### src/verilog/spp_cfg.svh
// Constants of the serial peripheral port: field positions, resets, counts.
`ifndef SPP_CFG_SVH
`define SPP_CFG_SVH

// Field positions inside the port control word.
`define SPP_CTL_EN_BIT       0
`define SPP_CTL_MASTER_BIT   1
`define SPP_CTL_CPOL_BIT     2
`define SPP_CTL_CPHA_BIT     3
`define SPP_CTL_OD_BIT       4
`define SPP_CTL_SOD_BIT      5
`define SPP_CTL_DIV_LSB      6
`define SPP_CTL_WIDTH        14

// Word length and the number of serial clock edges in one word.
`define SPP_WORD_BITS        8
`define SPP_LAST_EDGE        4'hf
`define SPP_EDGE_TOTAL       5'h10

// Transmit buffer depth in words.
`define SPP_FIFO_DEPTH       4

// Boot configuration code that selects serial master boot.
`define SPP_BOOT_SPI_MASTER  2'h1

// Pin levels driven during reset in serial master boot.
`define SPP_BOOT_SCLK_LEVEL  1'h0
`define SPP_BOOT_MOSI_LEVEL  1'h1

// Reset values of internal state.
`define SPP_RST_WORD         8'h00
`define SPP_RST_EDGE         4'h0
`define SPP_RST_DIV          8'h00

`endif

### src/verilog/spp_pkg.sv
// Types shared by the serial peripheral port design.
`default_nettype none
package spp_pkg;

    // Transfer sequencer states.
    typedef enum logic [1:0] {
        SPP_IDLE = 2'b00,
        SPP_XFER = 2'b01,
        SPP_DONE = 2'b10
    } spp_state_e;

    // One serial word.
    typedef logic [7:0] spp_word_t;

    // Port control word, bit 0 at the bottom.
    typedef struct packed {
        logic [7:0] clk_div;           // Half period of the clock minus one.
        logic       slave_out_disable; // Bit 5: release the slave-out pin.
        logic       open_drain_sel;    // Bit 4: slave-out drives low only.
        logic       cpha;
        logic       cpol;
        logic       master;
        logic       enable;
    } spp_ctrl_s;

    // Output level and enable of one two-way pin; oe_n low means driving.
    typedef struct packed {
        logic out;
        logic oe_n;
    } spp_pin_s;

endpackage : spp_pkg
`default_nettype wire

### src/verilog/spp_fifo.sv
// Small first-in first-out buffer with valid and ready on both sides.
`timescale 1ns/1ps
`default_nettype none
module spp_fifo #(
    parameter int WIDTH = 8,
    parameter int DEPTH = 4
) (
    // Clock and reset.
    input  wire logic             i_clk,
    input  wire logic             i_rst_n,
    // Filling side.
    input  wire logic             i_wr_valid,
    input  wire logic [WIDTH-1:0] i_wr_data,
    output logic                  o_wr_ready,
    // Draining side.
    output logic                  o_rd_valid,
    output logic [WIDTH-1:0]      o_rd_data,
    input  wire logic             i_rd_ready
);
    localparam int AW = $clog2(DEPTH);

    logic [WIDTH-1:0] mem_ff [DEPTH];
    logic [AW-1:0]    wr_ptr_ff;
    logic [AW-1:0]    rd_ptr_ff;
    logic [AW:0]      count_ff;
    logic             push;
    logic             pop;

    // Full and empty come straight from the occupancy count.
    assign o_wr_ready = (count_ff != (AW+1)'(DEPTH));
    assign o_rd_valid = (count_ff != '0);
    assign o_rd_data  = mem_ff[rd_ptr_ff];
    assign push       = i_wr_valid && o_wr_ready;
    assign pop        = o_rd_valid && i_rd_ready;

    // Storage carries no reset; only the pointers define what is valid.
    always_ff @(posedge i_clk) begin
        if (push) begin
            mem_ff[wr_ptr_ff] <= i_wr_data;
        end
    end

    // Pointers wrap at the depth, which is a power of two.
    always_ff @(posedge i_clk or negedge i_rst_n) begin
        if (!i_rst_n) begin
            wr_ptr_ff <= '0;
            rd_ptr_ff <= '0;
            count_ff  <= '0;
        end else begin
            if (push) begin
                wr_ptr_ff <= wr_ptr_ff + AW'(1);
            end
            if (pop) begin
                rd_ptr_ff <= rd_ptr_ff + AW'(1);
            end
            count_ff <= count_ff + (AW+1)'(push) - (AW+1)'(pop);
        end
    end
endmodule : spp_fifo
`default_nettype wire

### src/verilog/spp_port.sv
// Serial peripheral port: master and slave roles, pin directions, drive modes.
`timescale 1ns/1ps
`default_nettype none
`include "spp_cfg.svh"

// What this block does
// - As master the port makes the serial clock; its rate sets bit rate.
// - One serial clock cycle per bit, toggling only during a word.
// - Serial clock runs only for the word length, idle otherwise.
// - A slave ignores the serial clock while slave select is high.
// - Data is launched on one clock edge and sampled on the other.
// - Clock polarity and phase are programmable and pick the format.
// - In serial master boot, master-out and clock are driven in reset.
// - Slave select is active low and acts as a chip select.
// - Slave select low while master is flagged as a multimaster error.
// - Master-out transmits as master and receives as slave.
// - Slave-out receives as master and transmits as slave.
// - The open-drain bit makes slave-out drive low only.
// - Control bit 5 disables the slave-out output for broadcasts.
module spp_port (
    // Clock and reset.
    input  wire logic              i_clk_sys,
    input  wire logic              i_resetn,
    // Port control word and boot straps.
    input  wire spp_pkg::spp_ctrl_s i_port_control_reg,
    input  wire logic [1:0]        i_boot_config_pins,
    // Serial clock pin.
    input  wire logic              i_serial_clock_pin,
    output logic                   o_serial_clock_pin,
    output logic                   o_serial_clock_pin_oe_n,
    // Master-out slave-in pin.
    input  wire logic              i_mosi,
    output logic                   o_mosi,
    output logic                   o_mosi_oe_n,
    // Master-in slave-out pin.
    input  wire logic              i_miso,
    output logic                   o_miso,
    output logic                   o_miso_oe_n,
    // Slave select, active low.
    input  wire logic              i_slave_select_in_n,
    // Transmit words from the user.
    input  wire logic              i_tx_valid,
    input  wire spp_pkg::spp_word_t i_tx_data,
    output logic                   o_tx_ready,
    // Received words to the user.
    output logic                   o_rx_valid,
    output spp_pkg::spp_word_t     o_rx_data,
    // Status.
    output logic                   o_busy,
    output logic                   o_mm_error,
    input  wire logic              i_mm_error_clr
);
    spp_pkg::spp_ctrl_s  ctl;
    spp_pkg::spp_state_e state_ff;
    spp_pkg::spp_word_t  tx_sh_ff;
    spp_pkg::spp_word_t  rx_sh_ff;
    spp_pkg::spp_word_t  rx_data_ff;
    spp_pkg::spp_word_t  fifo_data;
    logic       rst_meta_ff;
    logic       rst_n_ff;
    logic [1:0] boot_meta_ff;
    logic [1:0] boot_sync_ff;
    logic       sclk_meta_ff;
    logic       sclk_sync_ff;
    logic       sclk_prev_ff;
    logic       ss_meta_ff;
    logic       ss_sync_ff;
    logic       mosi_meta_ff;
    logic       mosi_sync_ff;
    logic       miso_meta_ff;
    logic       miso_sync_ff;
    logic       sclk_ff;
    logic [7:0] div_ff;
    logic [3:0] edge_ff;
    logic       rx_valid_ff;
    logic       mm_err_ff;
    logic       fifo_valid;
    logic       fifo_pop;
    logic       is_master;
    logic       is_slave;
    logic       tick;
    logic       ev;
    logic       lead;
    logic       launch;
    logic       sample;
    logic       start;
    logic       abort;
    logic       rx_bit;
    logic       boot_spi;

    assign ctl       = i_port_control_reg;
    assign is_master = ctl.enable && ctl.master;
    assign is_slave  = ctl.enable && !ctl.master;
    assign boot_spi  = (boot_sync_ff == `SPP_BOOT_SPI_MASTER);

    // Reset is asserted at once and released through two flip-flops.
    always_ff @(posedge i_clk_sys or negedge i_resetn) begin
        if (!i_resetn) begin
            rst_meta_ff <= 1'b0;
            rst_n_ff    <= 1'b0;
        end else begin
            rst_meta_ff <= 1'b1;
            rst_n_ff    <= rst_meta_ff;
        end
    end

    // Boot straps are synchronised without reset so that their level is
    // already known while reset is held; the straps must settle first.
    always_ff @(posedge i_clk_sys) begin
        boot_meta_ff <= i_boot_config_pins;
        boot_sync_ff <= boot_meta_ff;
    end

    // Every pin input passes two flip-flops before any logic looks at it.
    always_ff @(posedge i_clk_sys or negedge rst_n_ff) begin
        if (!rst_n_ff) begin
            sclk_meta_ff <= 1'b0;
            sclk_sync_ff <= 1'b0;
            sclk_prev_ff <= 1'b0;
            ss_meta_ff   <= 1'b1;
            ss_sync_ff   <= 1'b1;
            mosi_meta_ff <= 1'b0;
            mosi_sync_ff <= 1'b0;
            miso_meta_ff <= 1'b0;
            miso_sync_ff <= 1'b0;
        end else begin
            sclk_meta_ff <= i_serial_clock_pin;
            sclk_sync_ff <= sclk_meta_ff;
            sclk_prev_ff <= sclk_sync_ff;
            ss_meta_ff   <= i_slave_select_in_n;
            ss_sync_ff   <= ss_meta_ff;
            mosi_meta_ff <= i_mosi;
            mosi_sync_ff <= mosi_meta_ff;
            miso_meta_ff <= i_miso;
            miso_sync_ff <= miso_meta_ff;
        end
    end

    // Transmit words wait here; a stalled shifter back-pressures the user.
    spp_fifo #(
        .WIDTH (`SPP_WORD_BITS),
        .DEPTH (`SPP_FIFO_DEPTH)
    ) u_tx_fifo (
        .i_clk      (i_clk_sys),
        .i_rst_n    (rst_n_ff),
        .i_wr_valid (i_tx_valid),
        .i_wr_data  (i_tx_data),
        .o_wr_ready (o_tx_ready),
        .o_rd_valid (fifo_valid),
        .o_rd_data  (fifo_data),
        .i_rd_ready (fifo_pop)
    );

    // Master starts only with a word queued; a selected slave starts at
    // once and sends zeros when the queue is empty.
    assign start = (state_ff == spp_pkg::SPP_IDLE)
                   && ((is_master && fifo_valid && !mm_err_ff)
                       || (is_slave && !ss_sync_ff));
    assign fifo_pop = start && fifo_valid;
    assign abort = is_master ? mm_err_ff : (!is_slave || ss_sync_ff);

    // Master divider: one tick per half period of the serial clock.
    assign tick = (div_ff == ctl.clk_div);
    always_ff @(posedge i_clk_sys or negedge rst_n_ff) begin
        if (!rst_n_ff) begin
            div_ff <= `SPP_RST_DIV;
        end else if (state_ff != spp_pkg::SPP_XFER || tick) begin
            div_ff <= `SPP_RST_DIV;
        end else begin
            div_ff <= div_ff + 8'h01;
        end
    end

    // Edge events: own ticks as master, seen pin edges as slave. The
    // even edges of a word are leading, the odd ones trailing.
    assign ev     = (state_ff == spp_pkg::SPP_XFER)
                    && (is_master ? tick
                                  : (sclk_sync_ff ^ sclk_prev_ff));
    assign lead   = !edge_ff[0];
    assign sample = ev && (lead != ctl.cpha);
    assign launch = ev && (lead == ctl.cpha) && (edge_ff != `SPP_RST_EDGE);
    assign rx_bit = is_master ? miso_sync_ff : mosi_sync_ff;

    // Transfer sequencer shared by both roles.
    always_ff @(posedge i_clk_sys or negedge rst_n_ff) begin
        if (!rst_n_ff) begin
            state_ff <= spp_pkg::SPP_IDLE;
            edge_ff  <= `SPP_RST_EDGE;
        end else begin
            case (state_ff)
                spp_pkg::SPP_IDLE: begin
                    edge_ff <= `SPP_RST_EDGE;
                    if (start) begin
                        state_ff <= spp_pkg::SPP_XFER;
                    end
                end
                spp_pkg::SPP_XFER: begin
                    if (abort) begin
                        state_ff <= spp_pkg::SPP_IDLE;
                    end else if (ev) begin
                        edge_ff <= edge_ff + 4'h1;
                        if (edge_ff == `SPP_LAST_EDGE) begin
                            state_ff <= spp_pkg::SPP_DONE;
                        end
                    end
                end
                spp_pkg::SPP_DONE: begin
                    state_ff <= spp_pkg::SPP_IDLE;
                end
                default: begin
                    state_ff <= spp_pkg::SPP_IDLE;
                end
            endcase
        end
    end

    // Shift registers: bit 7 leaves first, received bits enter at bit 0.
    always_ff @(posedge i_clk_sys or negedge rst_n_ff) begin
        if (!rst_n_ff) begin
            tx_sh_ff <= `SPP_RST_WORD;
            rx_sh_ff <= `SPP_RST_WORD;
        end else if (start) begin
            tx_sh_ff <= fifo_valid ? fifo_data : `SPP_RST_WORD;
        end else begin
            if (launch) begin
                tx_sh_ff <= {tx_sh_ff[6:0], 1'b0};
            end
            if (sample) begin
                rx_sh_ff <= {rx_sh_ff[6:0], rx_bit};
            end
        end
    end

    // Master serial clock rests at the polarity level between words and
    // toggles once per tick during one, sixteen times per word.
    always_ff @(posedge i_clk_sys or negedge rst_n_ff) begin
        if (!rst_n_ff) begin
            sclk_ff <= `SPP_BOOT_SCLK_LEVEL;
        end else if (state_ff != spp_pkg::SPP_XFER || !is_master) begin
            sclk_ff <= ctl.cpol;
        end else if (tick) begin
            sclk_ff <= !sclk_ff;
        end
    end

    // Received word and its one-cycle valid pulse; no back-pressure here,
    // so the user must take every word as it comes.
    always_ff @(posedge i_clk_sys or negedge rst_n_ff) begin
        if (!rst_n_ff) begin
            rx_data_ff  <= `SPP_RST_WORD;
            rx_valid_ff <= 1'b0;
        end else begin
            rx_valid_ff <= (state_ff == spp_pkg::SPP_DONE);
            if (state_ff == spp_pkg::SPP_DONE) begin
                rx_data_ff <= rx_sh_ff;
            end
        end
    end

    // Multimaster error is sticky; a new detection wins over the clear.
    always_ff @(posedge i_clk_sys or negedge rst_n_ff) begin
        if (!rst_n_ff) begin
            mm_err_ff <= 1'b0;
        end else if (is_master && !ss_sync_ff) begin
            mm_err_ff <= 1'b1;
        end else if (i_mm_error_clr) begin
            mm_err_ff <= 1'b0;
        end
    end

    // Pin drivers. During reset only serial master boot drives the clock
    // and master-out; otherwise the role chooses each pin's direction.
    always_comb begin
        o_serial_clock_pin      = sclk_ff;
        o_serial_clock_pin_oe_n = 1'b1;
        o_mosi                  = tx_sh_ff[7];
        o_mosi_oe_n             = 1'b1;
        o_miso                  = tx_sh_ff[7];
        o_miso_oe_n             = 1'b1;
        if (!rst_n_ff) begin
            o_serial_clock_pin      = `SPP_BOOT_SCLK_LEVEL;
            o_mosi                  = `SPP_BOOT_MOSI_LEVEL;
            o_serial_clock_pin_oe_n = !boot_spi;
            o_mosi_oe_n             = !boot_spi;
        end else if (is_master && !mm_err_ff) begin
            o_serial_clock_pin_oe_n = 1'b0;
            o_mosi_oe_n             = 1'b0;
        end else if (is_slave && !ss_sync_ff && !ctl.slave_out_disable) begin
            if (ctl.open_drain_sel) begin
                o_miso      = 1'b0;
                o_miso_oe_n = tx_sh_ff[7];
            end else begin
                o_miso_oe_n = 1'b0;
            end
        end
    end

    // Status and received data outputs.
    assign o_rx_valid = rx_valid_ff;
    assign o_rx_data  = rx_data_ff;
    assign o_mm_error = mm_err_ff;
    assign o_busy     = (state_ff != spp_pkg::SPP_IDLE);

    // Counts master clock toggles within one word.
    logic [4:0] tog_cnt_ff;
    always_ff @(posedge i_clk_sys or negedge rst_n_ff) begin
        if (!rst_n_ff) begin
            tog_cnt_ff <= 5'h00;
        end else if (state_ff == spp_pkg::SPP_IDLE) begin
            tog_cnt_ff <= 5'h00;
        end else if (is_master && tick && state_ff == spp_pkg::SPP_XFER) begin
            tog_cnt_ff <= tog_cnt_ff + 5'h01;
        end
    end
endmodule : spp_port
`default_nettype wire

### config.mk
export PLATFORM = sky130hd
export DESIGN_NAME = spp_port
export DESIGN_NICKNAME = d
export VERILOG_FILES = /design/src/verilog/spp_pkg.sv /design/src/verilog/spp_fifo.sv /design/src/verilog/spp_port.sv
export VERILOG_INCLUDE_DIRS = /design/src /design/src/verilog
export SDC_FILE = /design/constraint.sdc
export NUM_CORES = 1
export LEC_CHECK = 0
export ABC_AREA = 1
export ABC_CLOCK_PERIOD_IN_PS = 4700
export BUFFER_PORTS_ARGS = -buffer_cell sky130_fd_sc_hd__clkbuf_2
export CORE_MARGIN = 2
export CORE_UTILIZATION = 30
export CTS_CLUSTER_SIZE = 10
export DETAILED_ROUTE_END_ITERATION = 6
export PLACE_DENSITY_LB_ADDON = 0.2
export SLEW_MARGIN = 20
export SYNTH_ARGS = -nofsm -noshare
export SYNTH_HDL_FRONTEND = slang
export SYNTH_HIERARCHICAL = 1
export SYNTH_SLANG_ARGS = --single-unit
### constraint.sdc
create_clock -name i_clk_sys -period 4.7 [get_ports i_clk_sys]
set_input_delay 0.47 -clock i_clk_sys [delete_from_list [all_inputs] [get_ports i_clk_sys]]
set_output_delay 0.47 -clock i_clk_sys [all_outputs]
set_load 0.005 [all_outputs]
## Word-level counts from Yosys, hierarchy flattened

Memories as Yosys holds them, arrays and structs flattened.
Index checks and enable logic that the tools add are counted.

| word-level totals | value |
|---|---|
| input bits | 32 |
| word-level logic and storage cells | 121 |
| memories kept | 1 |
| register bits after elaboration | 63 |
| RAM bits | 32 |

| cells by class | value |
|---|---|
| bitwise logic cells | 2 |
| reductions and logical operators | 40 |
| add/sub/neg operators | 6 |
| eq/ne operators | 14 |
| multiplexer cells | 33 |

Memory list:

| name | depth | bits a word | read ports | clocked after memory_dff | wr ports | line | RTL |
|---|---|---|---|---|---|---|---|
| u_tx_fifo.mem_ff | 4 | 8 | 1 | 0 | 1 | spp_fifo.sv:22 | `logic [WIDTH-1:0] mem_ff [DEPTH];` |

Operator list:

| cell | count |
|---|---|
| 8-bit two-way mux | 4 |
| 1-bit two-way mux | 21 |
| 1-bit logical AND | 16 |
| 2-bit nonzero test | 5 |
| 1-bit zero test | 9 |
| 3-bit != test (second input constant) | 3 |
| 8-bit by 1-bit adder with 8-bit output (second input constant) | 1 |
| 8-bit equality test | 1 |
| 2-bit two-way mux | 4 |
| 4-bit two-way mux | 2 |
| 4-bit one-hot mux with 2 select lines | 1 |
| 2-bit != test (second input constant) | 3 |
| 3-bit AND reduction | 2 |
| 2-bit by 1-bit adder with 2-bit output (second input constant) | 2 |
| 4-bit by 1-bit adder with 4-bit output (second input constant) | 1 |
| 2-bit by 1-bit equality test with 1-bit output (second input constant) | 2 |
| 4-bit equality test (second input constant) | 1 |
| 1-bit logical OR | 4 |
| 2-bit one-hot mux with 2 select lines | 1 |
| 4-bit nonzero test | 1 |
| 3-bit by 1-bit adder with 3-bit output | 1 |
| 3-bit nonzero test | 1 |
| 3-bit by 1-bit subtractor with 3-bit output | 1 |
| 2-bit equality test (second input constant) | 1 |
| 7 further kinds | 7 |

## Depth between registers and ports, before layout

Gate-level depths: netlist of run 1.

| logic depth | value |
|---|---|
| depth in word-level cells | 8 |
| mapped depth | 16 |
| depth with buffers taken out | 16 |

## Cells and area by module

The synthesis of run 1 kept the hierarchy.

Modules (own cells, without submodules):

| module | cells each | area each (µm²) | instances |
|---|---|---|---|
| spp_port | 275 | 2499.9 | 1 |
| spp_fifo | 159 | 1722.9 | 1 |

## Least setup slack after synthesis of run 1

OpenSTA, ideal clock, no wires.

| timing path | value |
|---|---|
| kind | register to output |
| start point | reg rst_n_ff |
| end point | out o_serial_clock_pin_oe_n |
| arrival | 2.249 ns |
| buffers on the path | 1 |
| stages on the path, launching flop included | 3 |
| setup slack | 1.981 ns |
| cell sequence | dfrtp_1 -> o21ai_0 -> buf_4 |

| on the way | value |
|---|---|
| longest elaborated chain between the ends | 1 |

RTL lines:

| what | line | RTL |
|---|---|---|
| start: declaration | spp_port.sv:60 | `logic rst_n_ff;` |
| start signal: assignment | spp_port.sv:103 | `rst_n_ff <= rst_meta_ff;` |
| 1-bit two-way mux | -- |  |
| end: declaration | spp_port.sv:30 | `output logic o_serial_clock_pin_oe_n,` |

No other way between the ends.

## Worst setup path after layout of run 1

| timing path | value |
|---|---|
| start point | reg u_tx_fifo.count_ff[1] |
| end point | reg u_tx_fifo.count_ff[1] |

| on the way | value |
|---|---|
| longest elaborated chain between the ends | 8 |
| elaborated cells between the ends (all ways) | 11 |
| classes of those cells | add/sub: 2; eq/ne: 1; reduce/logical: 8 |

RTL lines:

| what | line | RTL |
|---|---|---|
| start: declaration | spp_fifo.sv:25 | `logic [AW:0] count_ff;` |
| start signal: assignment | spp_fifo.sv:56 | `count_ff <= count_ff + (AW+1)'(push) - (AW+1)'(pop);` |
| 3-bit nonzero test * | spp_fifo.sv:31 | `assign o_rd_valid = (count_ff != '0);` |
| named net fifo_valid | spp_port.sv:77 | `logic fifo_valid;` |
| 1-bit logical AND (2 in series) | spp_port.sv:157 | `&& ((is_master && fifo_valid && !mm_err_ff)` |
| 1-bit logical OR | spp_port.sv:158 | `\|\| (is_slave && !ss_sync_ff));` |
| 1-bit logical AND | spp_port.sv:157 |  |
| 1-bit logical AND * | spp_port.sv:159 | `assign fifo_pop = start && fifo_valid;` |
| named net fifo_pop | spp_port.sv:78 | `logic fifo_pop;` |
| 1-bit logical AND * | spp_fifo.sv:34 | `assign pop = o_rd_valid && i_rd_ready;` |
| named net u_tx_fifo.pop | spp_fifo.sv:27 | `logic pop;` |
| 3-bit by 1-bit subtractor with 3-bit output * | spp_fifo.sv:56 |  |

Mark *: on every way through the listed nets, which the timed path passes. The rest lies on a longest branch.
A chain may end at the register's enable or synchronous reset.

==> results of run 1 <==
[worst reg2reg max path, stage by stage, from the launching register on]
cell and delay [ns]:
dfrtp_1 0.42, nor2_2 0.07, nand2_1 0.13, inv_1 0.10, nand2_1 0.11, nand3_4 0.20
nor2_4 0.29, nand2_1 0.11, inv_1 0.06, ha_1 0.21, inv_1 0.05, ha_1 0.12
inv_1 0.05, fa_1 0.48, inv_1 0.04
[final timing paths]
check	startpoint	to	cells after the start
setup / recovery	u_tx_fifo/count_ff[1]$_DFF_PN0_	u_tx_fifo/count_ff[1]$_DFF_PN0_	14
hold reg to reg	boot_meta_ff[0]$_DFF_P_	boot_sync_ff[0]$_DFF_P_	0
setup reg to reg	u_tx_fifo/count_ff[1]$_DFF_PN0_	u_tx_fifo/count_ff[1]$_DFF_PN0_	14
min in group asynchronous	rst_n_ff$_DFF_PN0_	u_tx_fifo/wr_ptr_ff[1]$_DFFE_PN0P_	0
hold / removal	i_slave_select_in_n	ss_meta_ff$_DFF_PN1_	1
max in group asynchronous	rst_n_ff$_DFF_PN0_	rx_sh_ff[2]$_DFFE_PN0P_	1
[routing by layer]
metal  vias to the layer above  global-route usage [%]  share of wire (%)
li1                       1478                       -                  -
met4                         0                    4.45                1.7
met3                        11                    4.28                5.1
met5                         -                       0                  0
met2                        55                    18.6                 46
met1                      1339                    14.6                 47
[cell type report]
cell class / instances / share of cell area (%)
Clock buffer: 10 / 4.61
Clock inverter: 6 / 1.86
Inverter: 62 / 4.69
Multi-Input combinational cell: 269 / 28.2
Sequential cell: 95 / 50.8
Tap cell: 180 / 4.54
Timing Repair Buffer: 51 / 5.29
[synthesized netlist by cell type (6+ instances only)]
library cell and count:
ha_1 9, dfrtp_1 57, o21ai_2 8, nand3_1 16, nand2_2 6, edfxtp_1 32, nor2_1 34, o21ai_0 18
nand2_1 125, inv_1 58, xnor2_1 6, o21ai_1 11, a22o_1 7
[flip-flops by register name, summed over array words and instances (netlist names), 3 cells and up]
signal	flops
u_tx_fifo/count_ff	3
u_tx_fifo/mem_ff	32
edge_ff	4
o_rx_data	8
div_ff	8
rx_sh_ff	8
tx_sh_ff	8
[power breakdown]
group	internal [mW]	switching (mW)	total [mW]
sequential	1.01	0.112	1.12
combinational	0.207	0.356	0.563
clock	0.469	0.309	0.778
total	1.68	0.777	2.46
[through the flow]
stage,power (mW),utilization (%),hold slack (ns),area (µm²)
2_1_floorplan,1.57,-,0.174,4220
3_3_place_gp,1.69,33.5,0.257,4630
5_1_grt,2.65,35.9,0.198,4960
6_report,2.46,35.9,0.211,4960
4_1_cts,2.51,35.9,0.197,4960
3_5_place_dp,1.71,33.5,0.261,4630
[cell families (layout without fill, tap and decap cells)]
| kind of cell | count (synthesis) | count (layout) | share of synthesized area (%) |
|---|---|---|---|
| AND/OR/NAND/NOR | 199 | 199 | 20.7 |
| flip-flops | 95 | 95 | 59.7 |
| buffers and inverters | 70 | 129 | 7.14 |
| AO/OA/AOI/OAI | 50 | 50 | 7.38 |
| adder cells (fa/ha/maj) | 10 | 10 | 3.14 |
| XOR/XNOR | 9 | 9 | 1.87 |
| other | 1 | 1 | 0.0888 |
[repair_timing]
action	CTS	global route
hold buffers	1	0
hold endpoints to repair	2	0
setup buffers	0	0
==> results_dict.tcl, run 1 <==
set metrics [dict create \
    via_per_inst 4.28 \
    worst_ep_required_time_ns 4.94 \
    yosysUniqueCellTypes 34 \
    synth_top_area_cell "dfrtp_1" \
    clk_pin_slew_ns 0.06 \
    clockRootBuffer "clkbuf_16" \
    grt_pass1_wl_um 13400 \
    layout_commonest_cell "nand2_1" \
    clock_path_buffers 2 \
    synth_edf_count 32 \
    layout-drive-gt1-share_pct 19.7 \
    fillers 1386 \
    maxSlewViolCount 0 \
    outcome "finished clean" \
    post_synth.cell_area_avg_um2 9.73 \
    setup_violations 0 \
    clock.fmax_mhz 391 \
    row_count 43 \
    syn_nets 476 \
    synth_top_area_share_pct 33.8 \
    ir_worst_vdd_uv 351 \
    grt_pass1_vias 2817 \
    syn_to_final_growth_pct 17.6 \
    dp_hpwl_um 5520 \
    drt_wl_total_um 7750 \
    n_antenna_cell 0 \
    syn_area_mm2 0.00422 \
    hold_viol_final 0 \
    layout.cells.non_filler 673 \
    synth_flop_cell "dfrtp_1" \
    crit_slowest_cell "fa_1" \
    powerDensity_mw_per_mm2 495 \
    h-tree-depth 3 \
    io_buffer_count 49 \
    crit_family "simple AND/OR/NAND/NOR gates" \
    place_inst 656 \
    nets 530 \
    start_util_pct 30.5 \
    cp-end-kind "flip-flop" \
    place_ws_ns 2.00 \
    routabilityCongestion 0.799 \
    cpPeakStageDelay_ns 0.48 \
    die_h_um 123 \
    synth_area_leaders "dfrtp_1 34%, edfxtp_1 23%, nand2_1 11%" \
    die-area_mm2 0.0150 \
    p_leak_nw 2.32 \
    worstPathCellList "nor2_2, nand2_1, inv_1, nand2_1, nand3_4, nor2_4, nand2_1, inv_1, ha_1, inv_1, ha_1, inv_1, fa_1, inv_1" \
    ant_nets 0 \
    post-route-min-period_ns 2.56 \
    start_kind "flip-flop" \
    core-area_mm2 0.0138 \
    initialDrtViolationCount 120 \
    hold_path_class "in2reg" \
    critPathBufInv 5 \
    skew_ns 0.00658 \
    grt_max_degree 40 \
    yosysSeqAreaShare_pct 59.7 \
    rsz0062_at_grt "false" \
    synth_cells 434 \
    vias 2883 \
    numCtsBuffers 9 \
    max_slew_margin_pct 40.7 \
    pin_count 50 \
    drt-pass1-iter-count 6 \
    overflow 0 \
    seq_area_mm2 0.00252 \
    clkLatencyLatePin_ns 0.34 \
    crit_top_cell "inv_1" \
    multiInputGateArea_mm2 0.00140 \
    cts_tree "yes" \
    yosys_warnings 6 \
    maxCapViolCount 0 \
    period_share_pct 54.4 \
    post_cts_resized 0 \
    clock_sinks 95 \
    grt_usage_pct 11.7 \
    path_max_fanout 18 \
    die_w_um 123 \
    reg2reg_slack_ns 2.14 \
    async_flop_share_pct 62.1 \
    final_cell_mix "125 x nand2_1, 58 x inv_1, 56 x dfrtp_1" \
    avgRoutedWirePerCell_um 11.5 \
    critical_path_arrival_ns 2.79 \
    synth_seq_cells 95 \
    tightest_slew_ns 0.890 \
    antenna_found_initial 0 \
    fin_tns_setup_ns 0 \
    fin_ws_ns 2.14 \
    critPathKind "reg2reg" \
    drc 0 \
]
Power figures use the tool's default switching activity.
==> inputs of run 2 (changes only) <==
--- a/config.mk
+++ b/config.mk
@@ -7,7 +7,7 @@
 export NUM_CORES = 1
 export LEC_CHECK = 0
 export ABC_AREA = 1
-export ABC_CLOCK_PERIOD_IN_PS = 4700
+export ABC_CLOCK_PERIOD_IN_PS = 2700
 export BUFFER_PORTS_ARGS = -buffer_cell sky130_fd_sc_hd__clkbuf_2
 export CORE_MARGIN = 2
 export CORE_UTILIZATION = 30
==> constraint.sdc (replaced) <==
create_clock -name i_clk_sys -period 2.7 [get_ports i_clk_sys]
set_input_delay 0.27 -clock i_clk_sys [delete_from_list [all_inputs] [get_ports i_clk_sys]]
set_output_delay 0.27 -clock i_clk_sys [all_outputs]
set_load 0.005 [all_outputs]
==> run 2 against run 1 <==
Effect of this change:
- critical path depth increased by 1
- via count grew 0.62%
- design area grew 0.55%
- highest routed layer unchanged
==> results_dict.tcl, run 2 (synthesis results as in run 1) <==
set metrics [dict create \
    setup_violations 0 \
    row_count 43 \
    via_per_inst 4.27 \
    r2r_start "u_tx_fifo/count_ff[1]$_DFF_PN0_" \
    drc 0 \
    fin_ws_ns 0.341 \
    clk_pin_slew_ns 0.06 \
    overflow 0 \
    clock_path_buffers 2 \
    core-area_mm2 0.0138 \
    clockRootBuffer "clkbuf_16" \
    n_antenna_cell 0 \
    grt_pass1_wl_um 13000 \
    switching_power_mw 1.35 \
    routabilityCongestion 0.797 \
    critPathBufInv 4 \
    place_inst 660 \
    start_util_pct 30.5 \
    critical_path_arrival_ns 2.59 \
    p_leak_nw 2.35 \
    crit_family "simple AND/OR/NAND/NOR gates" \
    maxCapViolCount 0 \
    die-area_mm2 0.0150 \
    vias 2901 \
    hold_viol_final 0 \
    worst_ep_required_time_ns 2.93 \
    clkLatencyLatePin_ns 0.34 \
    post-route-min-period_ns 2.36 \
    setup.worst_path.start "u_tx_fifo/count_ff[1]$_DFF_PN0_" \
    layout_commonest_cell "nand2_1" \
    period_share_pct 87.4 \
    postLayoutCoreUtil_pct 36.1 \
    ir_worst_vdd_uv 320 \
    die_h_um 123 \
    p_sw_share_pct 31.9 \
    die_w_um 123 \
    clock_sinks 95 \
    powerDensity_mw_per_mm2 849 \
    top_register "u_tx_fifo/mem_ff" \
    h-tree-depth 3 \
    fin_tns_setup_ns 0 \
    numCtsBuffers 9 \
    pin_count 50 \
    cp-end-kind "flip-flop" \
    ant_nets 0 \
    drt-pass1-iter-count 4 \
    crit_slowest_cell "dfrtp_1" \
    drt_wl_total_um 7860 \
    fillers 1370 \
    cts_tree "yes" \
    avgRoutedWirePerCell_um 11.6 \
    worstPathCellList "nor2_2, nand2_1, inv_1, nand2_1, nand3_4, nor2_4, nand2_1, inv_1, ha_1, inv_1, ha_1, inv_1, fa_1, nand3_1, nand2_1" \
    p_int_mw 2.89 \
    nets 536 \
    post_cts_resized 0 \
    grt_pass1_vias 2723 \
    hold_start "i_boot_config_pins[0]" \
    syn_to_final_growth_pct 18.2 \
    pwr-share-seq_pct 44.5 \
    maxSlewViolCount 0 \
    start_kind "flip-flop" \
    cpPeakStageDelay_ns 0.44 \
    final_cell_mix "125 x nand2_1, 58 x inv_1, 56 x dfrtp_1" \
    tightest_slew_ns 0.775 \
    layout-drive-gt1-share_pct 20.2 \
    layout.cells.non_filler 679 \
    critPathKind "reg2reg" \
    reg2reg_slack_ns 0.34 \
    clockPowerShare_pct 30.1 \
    initialDrtViolationCount 109 \
    grt_max_degree 43 \
    hold_path_class "in2reg" \
    largest_reg_flops 32 \
    io_buffer_count 49 \
    grt_usage_pct 11.5 \
    dp_hpwl_um 5540 \
    combPwrFrac_pct 25.4 \
    skew_ns 0.00614 \
    path_max_fanout 5 \
    clock.fmax_mhz 424 \
    place_ws_ns 0.250 \
    outcome "finished clean" \
    antenna_found_initial 0 \
    rsz0062_at_grt "false" \
    max_slew_margin_pct 48.2 \
]
[run 2: area by class of cell]
cell class	instances	area (µm²)	share of cell area (%)
clock buffers	12	246	4.94
clock inverters	4	55.1	1.10
inverters	62	233	4.66
multi-input cells	269	1400	28.1
flip-flops and latches	95	2520	50.5
well taps	180	225	4.51
repair buffers	57	310	6.22
[run 2: power groups by stage]
stage / Combinational [mW] / Clock, mW / Sequential, mW
finish: 1.08 / 1.28 / 1.88
global placement: 1.07 / 0 / 1.91
CTS: 1.09 / 1.32 / 1.89
detailed placement: 1.09 / 0 / 1.91
global route: 1.27 / 1.38 / 1.92
floorplan: 0.837 / 0 / 1.89
[run 2: path summary, 6_finish.rpt]
kind                                                   endpoint  cells after the start
worst max-delay path            u_tx_fifo/count_ff[2]$_DFF_PN0_                     15
worst min-delay path                    boot_meta_ff[0]$_DFF_P_                      1
worst max register to register  u_tx_fifo/count_ff[2]$_DFF_PN0_                     15
worst min register to register           sclk_sync_ff$_DFF_PN0_                      0
max in group asynchronous               rx_sh_ff[6]$_DFFE_PN0P_                      1
min in group asynchronous                sclk_sync_ff$_DFF_PN0_                      0
[run 2: timing repair]
action                     in CTS  in global routing
setup endpoints to repair       0                  1
hold endpoints to repair        3                  0
buffers inserted                0                  1
hold buffers                    2                  0
[run 2: metal layers]
layer  vias to the layer above  global-route usage (%)  part of all wire [%]
met3                        10                    4.37                   4.8
met5                         -                       0                     0
met2                        51                    18.0                    44
li1                       1489                       -                     -
met1                      1351                    14.4                    49
met4                         0                    4.38                   1.8
[run 2: stage by stage]
step / power [mW] / instance area, µm² / hold slack, ns
after floorplan: 2.73 / 4220 / -0.0256
after global placement: 2.97 / 4660 / 0.0582
after detailed placement: 3.00 / 4660 / 0.0670
after CTS: 4.31 / 4980 / 0.0112
after global routing: 4.56 / 4990 / 0.00829
final: 4.24 / 4990 / 0.0279
